$ cat src/hdl/dual_slave_spi_fifo_consts.vh
// Constants for the dual slave SPI FIFO datapath
`ifndef DUAL_SLAVE_SPI_FIFO_CONSTS_VH
`define DUAL_SLAVE_SPI_FIFO_CONSTS_VH
// Configuration register indices
`define REG_MODE 2'h0
`define REG_STAT 2'h1
`define REG_SYNC 2'h2
// Mode register fields, status overrun clear bit, address byte read bit
`define CHIP_MODE_HI 7
`define CHIP_MODE_LO 5
`define DPM_HI 4
`define DPM_LO 3
`define DEPTH_HI 2
`define DEPTH_LO 1
`define OVR_CLR_BIT 0
`define ADDR_READ_BIT 7
// Reset values
`define MODE_RST 8'h2e
`define SYNC_RST 8'h69
`define ZERO_RST 8'h00
`define PIN_RST 5'h0c
// Chip modes
`define CHIP_SLEEP 3'h0
`define CHIP_STBY 3'h1
`define CHIP_FS 3'h2
`define CHIP_RX 3'h3
`define CHIP_TX 3'h4
// Data path modes
`define DPM_CONT 2'h0
`define DPM_BUF 2'h1
// Packet framing
`define PREAMBLE 8'h55
`define PRE_BYTES 3'h3
`define PRE_DONE 3'h4
// Timing
`define CLK_PERIOD_NS 50
`define BIT_TIME_NS 5000
`define BIT_CYC (`BIT_TIME_NS / `CLK_PERIOD_NS)
`endif

$ cat src/hdl/dual_slave_spi_fifo_datapath.v
// Dual slave SPI front end with FIFO and bit serial shift register
// Operation
// MISO driven only while a select is low
// IRQ pins released in standby/FS continuous
// Two-bit mode: serial, buffered, packet
// Continuous mode passes bits over data pin
// Buffered mode stores every byte in FIFO
// Packet mode adds and strips preamble, sync
// Config select has priority over data select
// Config always served; data port not continuous
// Config writes take effect at select rise
// Write burst alternates address and value
// Read burst alternates address and value
// Written byte pushed at data select rise
// Master raises data select between bytes
// FIFO status shown on interrupt pins
// FIFO entries are whole bytes
// Transmit shifts FIFO bytes out MSB first
// Receive collects bits, writes each byte
// FIFO depth selectable 16, 32, 48, 64
// FIFO cleared on listed mode changes
// Overrun flag, cleared by one, empties FIFO
// SPI MSB first, sample rise, shift fall
// Empty FIFO read returns zero, no change
`timescale 1ns/1ps
`default_nettype none
`include "dual_slave_spi_fifo_consts.vh"
module dual_slave_spi_fifo_datapath #(
    parameter CFG_REGS = 4,
    parameter FIFO_MAX = 64,
    parameter BIT_DIV = `BIT_CYC
) (
    // Clock and reset
    input wire ref_clk,
    input wire rst,
    // SPI pins
    input wire sck,
    input wire mosi,
    input wire cfg_port_select_n,
    input wire fifo_port_select_n,
    output reg miso,
    output reg miso_oe,
    // Data pin
    input wire data_in,
    output reg data_out,
    output reg data_oe,
    // Interrupt pins
    output reg irq0,
    output reg irq0_oe,
    output reg irq1,
    output reg irq1_oe,
    // Modem side
    input wire demod_bit,
    output reg mod_bit
);
    // ==================================================
    // Pin synchronisers
    reg [4:0] s1_reg;
    reg [4:0] s2_reg;
    reg [4:0] s3_reg;
    reg [4:0] filt_reg;
    reg [4:0] prev_reg;
    always @(posedge ref_clk)
    begin
        if (rst)
        begin
            s1_reg <= `PIN_RST;
            s2_reg <= `PIN_RST;
            s3_reg <= `PIN_RST;
            filt_reg <= `PIN_RST;
            prev_reg <= `PIN_RST;
        end
        else
        begin
            s1_reg <= {data_in, fifo_port_select_n, cfg_port_select_n,
                       mosi, sck};
            s2_reg <= s1_reg;
            s3_reg <= s2_reg;
            // Accept a change once second and third stages agree
            filt_reg <= (filt_reg & (s2_reg ^ s3_reg)) |
                        (s3_reg & ~(s2_reg ^ s3_reg));
            prev_reg <= filt_reg;
        end
    end
    wire sck_rise = filt_reg[0] & ~prev_reg[0];
    wire sck_fall = ~filt_reg[0] & prev_reg[0];
    wire cfg_sel = ~filt_reg[2];
    wire cfg_fall = cfg_sel & prev_reg[2];
    wire cfg_rise = filt_reg[2] & ~prev_reg[2];
    wire dat_sel = filt_reg[2] & ~filt_reg[3];
    wire dat_fall = dat_sel & prev_reg[3];
    wire dat_rise = filt_reg[3] & ~prev_reg[3] & filt_reg[2];
    // ==================================================
    // Configuration registers
    reg [7:0] cfg_reg [0:CFG_REGS-1];
    reg [7:0] shad_reg [0:CFG_REGS-1];
    wire [2:0] chip_mode = cfg_reg[0][`CHIP_MODE_HI:`CHIP_MODE_LO];
    wire [1:0] data_path_mode = cfg_reg[0][`DPM_HI:`DPM_LO];
    wire [1:0] fifo_depth_sel = cfg_reg[0][`DEPTH_HI:`DEPTH_LO];
    wire [7:0] sync_word = cfg_reg[`REG_SYNC];
    wire is_cont = (data_path_mode == `DPM_CONT);
    wire is_pkt = data_path_mode[1];
    wire ovr_clr = cfg_rise & shad_reg[`REG_STAT][`OVR_CLR_BIT];
    // ==================================================
    // FIFO state
    reg [7:0] fifo_mem [0:FIFO_MAX-1];
    reg [5:0] wp_reg;
    reg [5:0] rp_reg;
    reg [6:0] cnt_reg;
    reg ovr_reg;
    reg spi_push_reg;
    reg spi_pop_reg;
    reg ser_push_reg;
    reg ser_pop_reg;
    reg [7:0] ser_byte_reg;
    reg [2:0] prev_mode_reg;
    reg dir_rx_reg;
    wire [6:0] depth = {fifo_depth_sel + 3'h1, 4'h0};
    wire full = (cnt_reg >= depth);
    wire empty = (cnt_reg == 7'h00);
    wire [7:0] head = fifo_mem[rp_reg];
    // ==================================================
    // SPI slave engine shared by both ports
    reg [2:0] bcnt_reg;
    reg [7:0] rx_sh_reg;
    reg [7:0] tx_sh_reg;
    reg addr_phase_reg;
    reg [7:0] addr_reg;
    reg got_byte_reg;
    wire [7:0] rx_byte = {rx_sh_reg[6:0], filt_reg[1]};
    wire [6:0] rd_addr = rx_byte[6:0];
    wire [7:0] stat_val = {5'h00, full, ~empty, ovr_reg};
    wire [7:0] rd_val = (rd_addr == `REG_STAT) ? stat_val :
        (rd_addr < CFG_REGS) ? cfg_reg[rd_addr[1:0]] : `ZERO_RST;
    wire dat_ok = ~is_cont;
    integer i;
    always @(posedge ref_clk)
    begin
        if (rst)
        begin
            bcnt_reg <= 3'h0;
            rx_sh_reg <= `ZERO_RST;
            tx_sh_reg <= `ZERO_RST;
            addr_phase_reg <= 1'b1;
            addr_reg <= `ZERO_RST;
            got_byte_reg <= 1'b0;
            spi_push_reg <= 1'b0;
            spi_pop_reg <= 1'b0;
            miso <= 1'b0;
            miso_oe <= 1'b0;
            for (i = 0; i < CFG_REGS; i = i + 1)
            begin
                cfg_reg[i] <= `ZERO_RST;
                shad_reg[i] <= `ZERO_RST;
            end
            cfg_reg[`REG_MODE] <= `MODE_RST;
            shad_reg[`REG_MODE] <= `MODE_RST;
            cfg_reg[`REG_SYNC] <= `SYNC_RST;
            shad_reg[`REG_SYNC] <= `SYNC_RST;
        end
        else
        begin
            spi_push_reg <= 1'b0;
            spi_pop_reg <= 1'b0;
            miso <= tx_sh_reg[7];
            miso_oe <= cfg_sel | dat_sel;
            if (cfg_fall | dat_fall)
            begin
                bcnt_reg <= 3'h0;
                addr_phase_reg <= 1'b1;
                got_byte_reg <= 1'b0;
                tx_sh_reg <= `ZERO_RST;
                // One pop per data select, empty gives zero
                if (dat_fall & dat_ok & dir_rx_reg & ~empty)
                begin
                    tx_sh_reg <= head;
                    spi_pop_reg <= 1'b1;
                end
            end
            else if (sck_rise & (cfg_sel | dat_sel))
            begin
                rx_sh_reg <= rx_byte;
                bcnt_reg <= bcnt_reg + 3'h1;
                if (bcnt_reg == 3'h7)
                begin
                    if (dat_sel)
                        got_byte_reg <= 1'b1;
                    else if (addr_phase_reg)
                    begin
                        addr_reg <= rx_byte;
                        addr_phase_reg <= 1'b0;
                        if (rx_byte[`ADDR_READ_BIT])
                            tx_sh_reg <= rd_val;
                    end
                    else
                    begin
                        addr_phase_reg <= 1'b1;
                        if (~addr_reg[`ADDR_READ_BIT] &&
                            addr_reg[6:0] < CFG_REGS)
                            shad_reg[addr_reg[1:0]] <= rx_byte;
                    end
                end
            end
            else if (sck_fall & (bcnt_reg != 3'h0))
                tx_sh_reg <= {tx_sh_reg[6:0], 1'b0};
            if (cfg_rise)
            begin
                for (i = 0; i < CFG_REGS; i = i + 1)
                    cfg_reg[i] <= shad_reg[i];
                shad_reg[`REG_STAT] <= `ZERO_RST;
            end
            if (dat_rise & got_byte_reg & dat_ok & ~dir_rx_reg)
                spi_push_reg <= 1'b1;
        end
    end
    // ==================================================
    // FIFO
    wire push = spi_push_reg | ser_push_reg;
    wire pop = spi_pop_reg | ser_pop_reg;
    wire [7:0] push_data = ser_push_reg ? ser_byte_reg : rx_sh_reg;
    wire mode_chg = (chip_mode != prev_mode_reg);
    wire mode_clr = mode_chg & (
        (chip_mode == `CHIP_SLEEP) |
        (chip_mode == `CHIP_RX) |
        (chip_mode == `CHIP_TX & prev_mode_reg == `CHIP_RX) |
        (chip_mode == `CHIP_TX & prev_mode_reg == `CHIP_STBY &
         ~is_pkt));
    always @(posedge ref_clk)
    begin
        if (rst)
        begin
            wp_reg <= 6'h00;
            rp_reg <= 6'h00;
            cnt_reg <= 7'h00;
            ovr_reg <= 1'b0;
            prev_mode_reg <= `CHIP_STBY;
            dir_rx_reg <= 1'b0;
        end
        else
        begin
            prev_mode_reg <= chip_mode;
            if (chip_mode == `CHIP_RX)
                dir_rx_reg <= 1'b1;
            else if (chip_mode == `CHIP_TX)
                dir_rx_reg <= 1'b0;
            if (push & full)
                ovr_reg <= 1'b1;
            else if (ovr_clr)
                ovr_reg <= 1'b0;
            if (mode_clr | ovr_clr)
            begin
                wp_reg <= 6'h00;
                rp_reg <= 6'h00;
                cnt_reg <= 7'h00;
            end
            else
            begin
                if (push & ~full)
                begin
                    fifo_mem[wp_reg] <= push_data;
                    wp_reg <= wp_reg + 6'h01;
                end
                if (pop & ~empty)
                    rp_reg <= rp_reg + 6'h01;
                if ((push & ~full) & ~(pop & ~empty))
                    cnt_reg <= cnt_reg + 7'h01;
                else if (~(push & ~full) & (pop & ~empty))
                    cnt_reg <= cnt_reg - 7'h01;
            end
        end
    end
    // ==================================================
    // Bit rate timer and shift register
    reg [15:0] bt_reg;
    reg [7:0] serdes_shift_reg;
    reg [2:0] bits_left_reg;
    reg [2:0] bitno_reg;
    reg [2:0] pre_cnt_reg;
    reg locked_reg;
    wire tick = (bt_reg == BIT_DIV - 1);
    wire dclk = (bt_reg < BIT_DIV / 2);
    wire [7:0] rx_next = {serdes_shift_reg[6:0], demod_bit};
    wire [7:0] pre_byte = (pre_cnt_reg < `PRE_BYTES) ? `PREAMBLE :
                          sync_word;
    wire tx_on = (chip_mode == `CHIP_TX) & ~is_cont;
    wire rx_on = (chip_mode == `CHIP_RX) & ~is_cont;
    always @(posedge ref_clk)
    begin
        if (rst)
        begin
            bt_reg <= 16'h0000;
            serdes_shift_reg <= `ZERO_RST;
            bits_left_reg <= 3'h0;
            bitno_reg <= 3'h0;
            pre_cnt_reg <= 3'h0;
            locked_reg <= 1'b0;
            ser_push_reg <= 1'b0;
            ser_pop_reg <= 1'b0;
            ser_byte_reg <= `ZERO_RST;
            mod_bit <= 1'b0;
        end
        else
        begin
            ser_push_reg <= 1'b0;
            ser_pop_reg <= 1'b0;
            bt_reg <= tick ? 16'h0000 : bt_reg + 16'h0001;
            if (~tx_on & ~rx_on)
            begin
                bits_left_reg <= 3'h0;
                bitno_reg <= 3'h0;
                pre_cnt_reg <= 3'h0;
                locked_reg <= 1'b0;
                if (is_cont & chip_mode == `CHIP_TX)
                    mod_bit <= filt_reg[4];
            end
            else if (tick & tx_on)
            begin
                if (bits_left_reg != 3'h0)
                begin
                    serdes_shift_reg <= {serdes_shift_reg[6:0], 1'b0};
                    mod_bit <= serdes_shift_reg[6];
                    bits_left_reg <= bits_left_reg - 3'h1;
                end
                else if (is_pkt & pre_cnt_reg != `PRE_DONE)
                begin
                    serdes_shift_reg <= pre_byte;
                    mod_bit <= pre_byte[7];
                    bits_left_reg <= 3'h7;
                    pre_cnt_reg <= pre_cnt_reg + 3'h1;
                end
                else if (~empty)
                begin
                    serdes_shift_reg <= head;
                    mod_bit <= head[7];
                    bits_left_reg <= 3'h7;
                    ser_pop_reg <= 1'b1;
                end
            end
            else if (tick & rx_on)
            begin
                serdes_shift_reg <= rx_next;
                if (is_pkt & ~locked_reg)
                begin
                    bitno_reg <= 3'h0;
                    if (rx_next == sync_word)
                        locked_reg <= 1'b1;
                end
                else
                begin
                    bitno_reg <= bitno_reg + 3'h1;
                    if (bitno_reg == 3'h7)
                    begin
                        ser_push_reg <= 1'b1;
                        ser_byte_reg <= rx_next;
                    end
                end
            end
        end
    end
    // ==================================================
    // Data and interrupt pins
    wire idle_mode = (chip_mode == `CHIP_STBY) | (chip_mode == `CHIP_FS);
    always @(posedge ref_clk)
    begin
        if (rst)
        begin
            data_out <= 1'b0;
            data_oe <= 1'b0;
            irq0 <= 1'b0;
            irq0_oe <= 1'b0;
            irq1 <= 1'b0;
            irq1_oe <= 1'b0;
        end
        else
        begin
            data_oe <= (chip_mode == `CHIP_RX);
            data_out <= is_cont & demod_bit;
            irq0 <= ~is_cont & ~empty;
            irq1 <= is_cont ? dclk : full;
            irq0_oe <= (chip_mode != `CHIP_SLEEP) &
                       ~(idle_mode & is_cont);
            irq1_oe <= (chip_mode != `CHIP_SLEEP) &
                       ~(idle_mode & is_cont);
        end
    end
endmodule
`default_nettype wire

$ cat config.mk
export PLATFORM = sky130hd
export DESIGN_NAME = dual_slave_spi_fifo_datapath
export DESIGN_NICKNAME = d
export VERILOG_FILES = /design/src/hdl/dual_slave_spi_fifo_datapath.v
export VERILOG_INCLUDE_DIRS = /design/src /design/src/hdl
export SDC_FILE = /design/constraint.sdc
export NUM_CORES = 1
export LEC_CHECK = 0
export BUFFER_PORTS_ARGS = -buffer_cell sky130_fd_sc_hd__buf_2
export CORE_ASPECT_RATIO = 0.6
export CORE_MARGIN = 2
export CORE_UTILIZATION = 65
export CTS_BUF_LIST = sky130_fd_sc_hd__clkbuf_2 sky130_fd_sc_hd__clkbuf_4 sky130_fd_sc_hd__clkbuf_8
export CTS_CLUSTER_DIAMETER = 60
export DETAILED_ROUTE_END_ITERATION = 8
export PLACE_DENSITY = 0.81
export SLEW_MARGIN = 20
export SYNTH_ARGS = -nofsm -noshare
export SYNTH_HDL_FRONTEND = slang
export SYNTH_SLANG_ARGS = --single-unit
$ cat constraint.sdc
create_clock -name ref_clk -period 4.1 [get_ports ref_clk]
set_input_delay 0.205 -clock ref_clk [delete_from_list [all_inputs] [get_ports ref_clk]]
set_output_delay 0.205 -clock ref_clk [all_outputs]
set_load 0.01 [all_outputs]
Yosys cells after proc, flatten, opt, wreduce, memory -nomap -nowiden
Memories as Yosys holds them, arrays and structs flattened. A register that Yosys moved wholly into a read port is not among the register bits.
Cells that the tools add are included.
{ "word_totals": {"ff_bits": 130, "ramBits": 576, "in_bits": 8, "out_inout_bits": 9, "word_cells": 264, "n_memories": 3} }
{ "classes": {"addsub": 10, "order_cmp": 5, "eq_ne": 21, "mux": 70, "n_bitwise": 86, "reduce_logical": 33} }
{ "memory_table": {"columns": ["memory", "words", "width", "read_ports", "rd_clocked_by_memory_dff", "wr", "line_no", "text"], "rows": [
  ["fifo_mem", 64, 8, 1, 1, 1, "dual_slave_spi_fifo_datapath.v:106", "reg [7:0] fifo_mem [0:FIFO_MAX-1];"],
  ["cfg_reg", 4, 8, 3, 0, 4, "dual_slave_spi_fifo_datapath.v:95", "reg [7:0] cfg_reg [0:CFG_REGS-1];"],
  ["shad_reg", 4, 8, 4, 0, 4, "dual_slave_spi_fifo_datapath.v:96", "reg [7:0] shad_reg [0:CFG_REGS-1];"]
]} }
{ "ops": {"columns": ["cell", "n"], "rows": [
  ["8-bit 2-to-1 mux", 22],
  ["7-bit 2-to-1 mux", 7],
  ["1-bit AND", 38],
  ["1-bit 2-to-1 mux", 34],
  ["1-bit inverter", 25],
  ["1-bit bitwise OR", 18],
  ["16-bit by 1-bit adder with 16-bit output, second input constant", 1],
  ["16-bit by 7-bit == test with 1-bit output, second input constant", 1],
  ["16-bit by 6-bit < comparator with 1-bit output, second input constant", 1],
  ["3-bit AND reduction", 5],
  ["5-bit AND reduction", 3],
  ["7-bit by 3-bit < comparator with 1-bit output, second input constant", 2],
  ["6-bit by 1-bit adder with 6-bit output, second input constant", 2],
  ["3-bit 2-to-1 mux", 4],
  ["6-bit 2-to-1 mux", 2],
  ["3-bit inequality test, second input constant", 4],
  ["3-bit nonzero test", 4],
  ["5-bit AND", 2],
  ["2-bit nonzero test", 5],
  ["2-bit OR reduction", 5],
  ["5-bit OR reduction", 2],
  ["3-bit by 1-bit adder with 3-bit output, second input constant", 3],
  ["3-bit by 2-bit == test with 1-bit output, second input constant", 3],
  ["3-bit == test, second input constant", 3],
  ["26 further kinds", 29]
]} }

Longest topological paths before layout
{ "depth": {"ltp_word": 12, "mapped_depth": 16, "ltp_nobuf": 16} }

Least setup slack after synthesis
Ideal clock, no wire load.
{ "synth_path": {"path_type": "register to register", "startpoint": "register cnt_reg[0]", "endpoint": "register cnt_reg[6]", "setup_time_ns": 0.071, "t_arrival_ns": 3.405, "required_ns": 4.029, "slack_ns": 0.625, "path_stages_with_launch": 15, "n_path_buf": 0, "synth_period_minus_slack_ns": 3.475, "cell_sequence": "dfxtp_1 -> or4_1 -> nor4_2 -> nor2_1 -> inv_1 -> ha_1 -> inv_1 -> fa_1 -> a21o_1 -> a21oi_1 -> o21bai_1 -> a21oi_1 -> xnor2_1 -> or3_1 -> a21oi_1"} }
{ "synth_via": {"elab_chain_cells": 6, "word_cells_on_any_way": 15, "cone_classes": "2 x add/sub; 1 x order compare; 2 x mux; 8 x bitwise; 2 x reduce/logical"} }
{ "synth_lines": {"columns": ["element", "line_no", "text"], "rows": [
  ["start, declared", "dual_slave_spi_fifo_datapath.v:109", "reg [6:0] cnt_reg;"],
  ["start signal, assigned", "dual_slave_spi_fifo_datapath.v:266", "cnt_reg <= cnt_reg + 7'h01;"],
  ["start signal, assigned", "dual_slave_spi_fifo_datapath.v:268", "cnt_reg <= cnt_reg - 7'h01;"],
  ["7-bit greater-or-equal comparator or 7-bit logical NOT (tied branches)", "dual_slave_spi_fifo_datapath.v:119, dual_slave_spi_fifo_datapath.v:120", null],
  ["1-bit inverter", "dual_slave_spi_fifo_datapath.v:265, dual_slave_spi_fifo_datapath.v:267", null],
  ["1-bit AND", "dual_slave_spi_fifo_datapath.v:265, dual_slave_spi_fifo_datapath.v:267", null],
  ["1-bit inverter (on tied branches)", "dual_slave_spi_fifo_datapath.v:267, dual_slave_spi_fifo_datapath.v:265", null],
  ["1-bit AND (on tied branches)", "dual_slave_spi_fifo_datapath.v:267, dual_slave_spi_fifo_datapath.v:265", null],
  ["2-bit nonzero test (no line) or 7-bit 2-to-1 mux (tied branches)", null, null]
]} }
Parallel ways exist; a longest one is shown, timed or not. The select of a mux whose other input is x is not followed.
A chain may end at the register's enable or synchronous reset.

Final worst setup path
Same ends and word-level chain as after synthesis.

==> flow_summary.yaml <==
min_path:
  hold_class: "input pin to flip-flop"
  min_to: "wp_reg[5]$_SDFFE_PP0P_"
  worstHoldStart: "rst"
  min_delay_path_depth: 5
synthesis:
  synth.most_common_cell: "edfxtp_1"
  synth.avg_cell_area_um2: 16.5
  yosys_warnings: 0
  async_flop_share_pct: 0
  synth_area_um2: 27800
  synth_area_leader_cell: "edfxtp_1"
  yosysTopAreaCellShare_pct: 59.7
  synth_nets: 1717
  synth.area.top_cells: "edfxtp_1 60%, mux4_2 12%, dfxtp_1 10%"
  synthCells: 1685
  synthTopCellsByCount: "553 x edfxtp_1, 181 x nor2_1, 144 x mux4_2"
  yosys_register_bits: 696
  synth.distinct_cells: 65
  synth-edff-count: 553
  synth_ff_type: "edfxtp_1"
  seq_area_frac_synth_pct: 69.9
status:
  status: "finished, final reports clean"
floorplan:
  row_count: 58
  start_util_pct: 66.1
  die_x_um: 271
  boundaryPins: 17
  core_um2: 42100
  die_y_um: 164
  die-area_um2: 44500
global_routing:
  grt_max_degree: 65
  grt_pass1_vias: 15464
  gr-total-overflow: 0
  grt_util_all_layers_pct: 30.7
  antenna_found_initial: 2
  grt_pass1_wl_mm: 99.2
sta:
  slew_headroom_pct: 31.3
  worst_pin_slew_ns: 1.02
  setup_viol: 0
  min_period_over_period_pct: 89.1
  finalSetupTns_ns: 0
  period_minus_slack_ns: 3.65
  finClkSkew_ns: 0.0218
  max_freq_mhz: 274
  rsz0062_at_grt: "no"
  drv_slew: 0
  hold_viol: 0
clock_tree:
  ctsHoldBuffers: 6
  path_clk_slew_ns: 0.07
  cts_tree: "built"
  cts_setup_buffers: 0
  clock_latency_ns: 0.66
  cts-root-buf: "clkbuf_8"
  cts_resized: 0
  clock-sinks: 696
  htreeDepth: 3
  cts_inserted_buffers: 94
  clockBufferDepth: 3
layout:
  multi_input_area_um2: 7860
  n_fill_cell: 2425
  seqCellArea_um2: 19500
  area_growth_pct: 11.4
  final_cells: 2451
  antenna_cells: 0
  drive_above_1_share_pct: 24.2
  num-nets-final: 1835
  utilization_pct: 73.7
  largest_reg_flops: 512
routing:
  route.vias.total: 16148
  post-route-drc-count: 0
  drt_pass1_iterations: 6
  ant_nets: 0
  wirelength_mm: 66.6
  via_per_inst: 6.59
  drt_iter0_drc: 2574
  wl_per_cell_um: 27.2
power_and_ir_drop:
  power_density_nw_per_um2: 425
  ir_drop_mv: 0.466
  power_leakage_uw: 0.0104
placed_design:
  place_inst: 2271
  hpwl_mm: 44.7
  gp_congestion: 0.917
  io_buffers: 16
worst_setup_path:
  slowest_stage: "or4_1"
  cp_data_arrival_time_ns: 4.24
  crit_chain: "or4_1 -> nor4_2 -> nor2_1 -> inv_1 -> ha_1 -> inv_1 -> fa_1 -> a21o_1 -> a21oi_1 -> o21bai_1 -> a21oi_1 -> xnor2_1 -> or3_1 -> a21oi_1"
  cp.required_ns: 4.69
  path_class: "flip-flop to flip-flop"
  r2r-end: "cnt_reg[6]$_SDFFE_PP0P_"
  r2r_cells: 14
  end_kind: "flip-flop"
  worstPathMaxFanout: 7
  r2r_start: "cnt_reg[0]$_SDFFE_PP0P_"
  critPathLaunchType: "flip-flop"
  worst-r2r-setup-slack_ns: 0.45
  cp_slowest_stage_delay_ns: 0.59
  crit_top_cell: "a21oi_1"
flow_run:
  drv_cap: 0
[critical path: cells and delay by family (launching register included)]
family | cells | cell delay [ns]
simple gates | 4 | 1.35
compound gates | 5 | 0.89
fa+ha+maj | 2 | 0.64
flops | 1 | 0.35
buf+inv | 2 | 0.27
xor+xnor | 1 | 0.09
[kinds of logic (layout without fill, tap and decap cells)]
family	after synthesis	after routing	share of synthesized area [%]
simple gates	442	442	7.74
xor+xnor	38	38	1.20
buf+inv	110	306	1.88
mux	212	212	14.3
fa+ha+maj	24	24	1.11
flops	696	696	69.9
compound gates	163	163	3.79
[area by class of cell]
type	instances	share of cell area [%]
timing repair buffer	108	2.78
inverter	24	0.290
clock inverter	37	1.01
multi-input combinational	879	25.4
clock buffer	137	5.45
tap	570	2.30
sequential	696	62.8
[cells in the final DEF, fill, tap and decap left out, types with 32 or more instances in the layout]
cell type and n:
and2_1 32, mux4_2 144, nand3_1 33, buf_4 80
clkbuf_8 106, mux2i_1 50, edfxtp_1 553, nor2_1 181
o21ai_0 33, nand2_1 61, dfxtp_1 139, a21oi_1 53
[report_power, final]
| part | leakage [µW] | switching, µW | total [µW] | internal, µW |
|---|---|---|---|---|
| Sequential | 0.00631 | 16.8 | 7560 | 7540 |
| Clock | 0.00107 | 2560 | 5550 | 2990 |
| Combinational | 0.00304 | 47.6 | 73.7 | 26.1 |
| Total | 0.0104 | 2630 | 13200 | 10600 |
[how the worst max path moves through the flow]
stage | start | end | slack (ns) | cells past startpoint
6_report | cnt_reg[0]$_SDFFE_PP0P_ | cnt_reg[6]$_SDFFE_PP0P_ | 0.45 | 14
3_5_place_dp | cnt_reg[0]$_SDFFE_PP0P_ | cnt_reg[6]$_SDFFE_PP0P_ | 0.52 | 14
4_1_cts | cnt_reg[0]$_SDFFE_PP0P_ | cnt_reg[6]$_SDFFE_PP0P_ | 0.49 | 14
2_1_floorplan | cnt_reg[0]$_SDFFE_PP0P_ | cnt_reg[6]$_SDFFE_PP0P_ | 0.62 | 14
5_1_grt | cnt_reg[0]$_SDFFE_PP0P_ | cnt_reg[6]$_SDFFE_PP0P_ | 0.11 | 14
3_3_place_gp | cnt_reg[4]$_SDFFE_PP0P_ | fifo_mem[26][3]$_DFFE_PP_ | 0.63 | 9
[layer usage]
| metal | track usage, % | vias up | wire length (µm) |
|---|---|---|---|
| met4 | 6.77 | 2 | 977 |
| met5 | 0 | - | 18 |
| met1 | 49.4 | 8152 | 27800 |
| met2 | 40.5 | 1114 | 27300 |
| met3 | 10.7 | 97 | 10500 |
| li1 | - | 6783 | - |
[through the flow]
step | cell area, µm² | total power (µW) | setup slack (ns) | hold WS [ns]
after global routing | 31000 | 13500 | 0.112 | 0.0475
final | 31000 | 13200 | 0.448 | 0.0307
after global placement | 28900 | 7770 | 0.628 | 0.388
after detailed placement | 28900 | 7780 | 0.521 | 0.395
after CTS | 31000 | 13200 | 0.490 | 0.00177
after floorplan | 27800 | 7750 | 0.625 | 0.309
(Power assumes the default switching activity.)
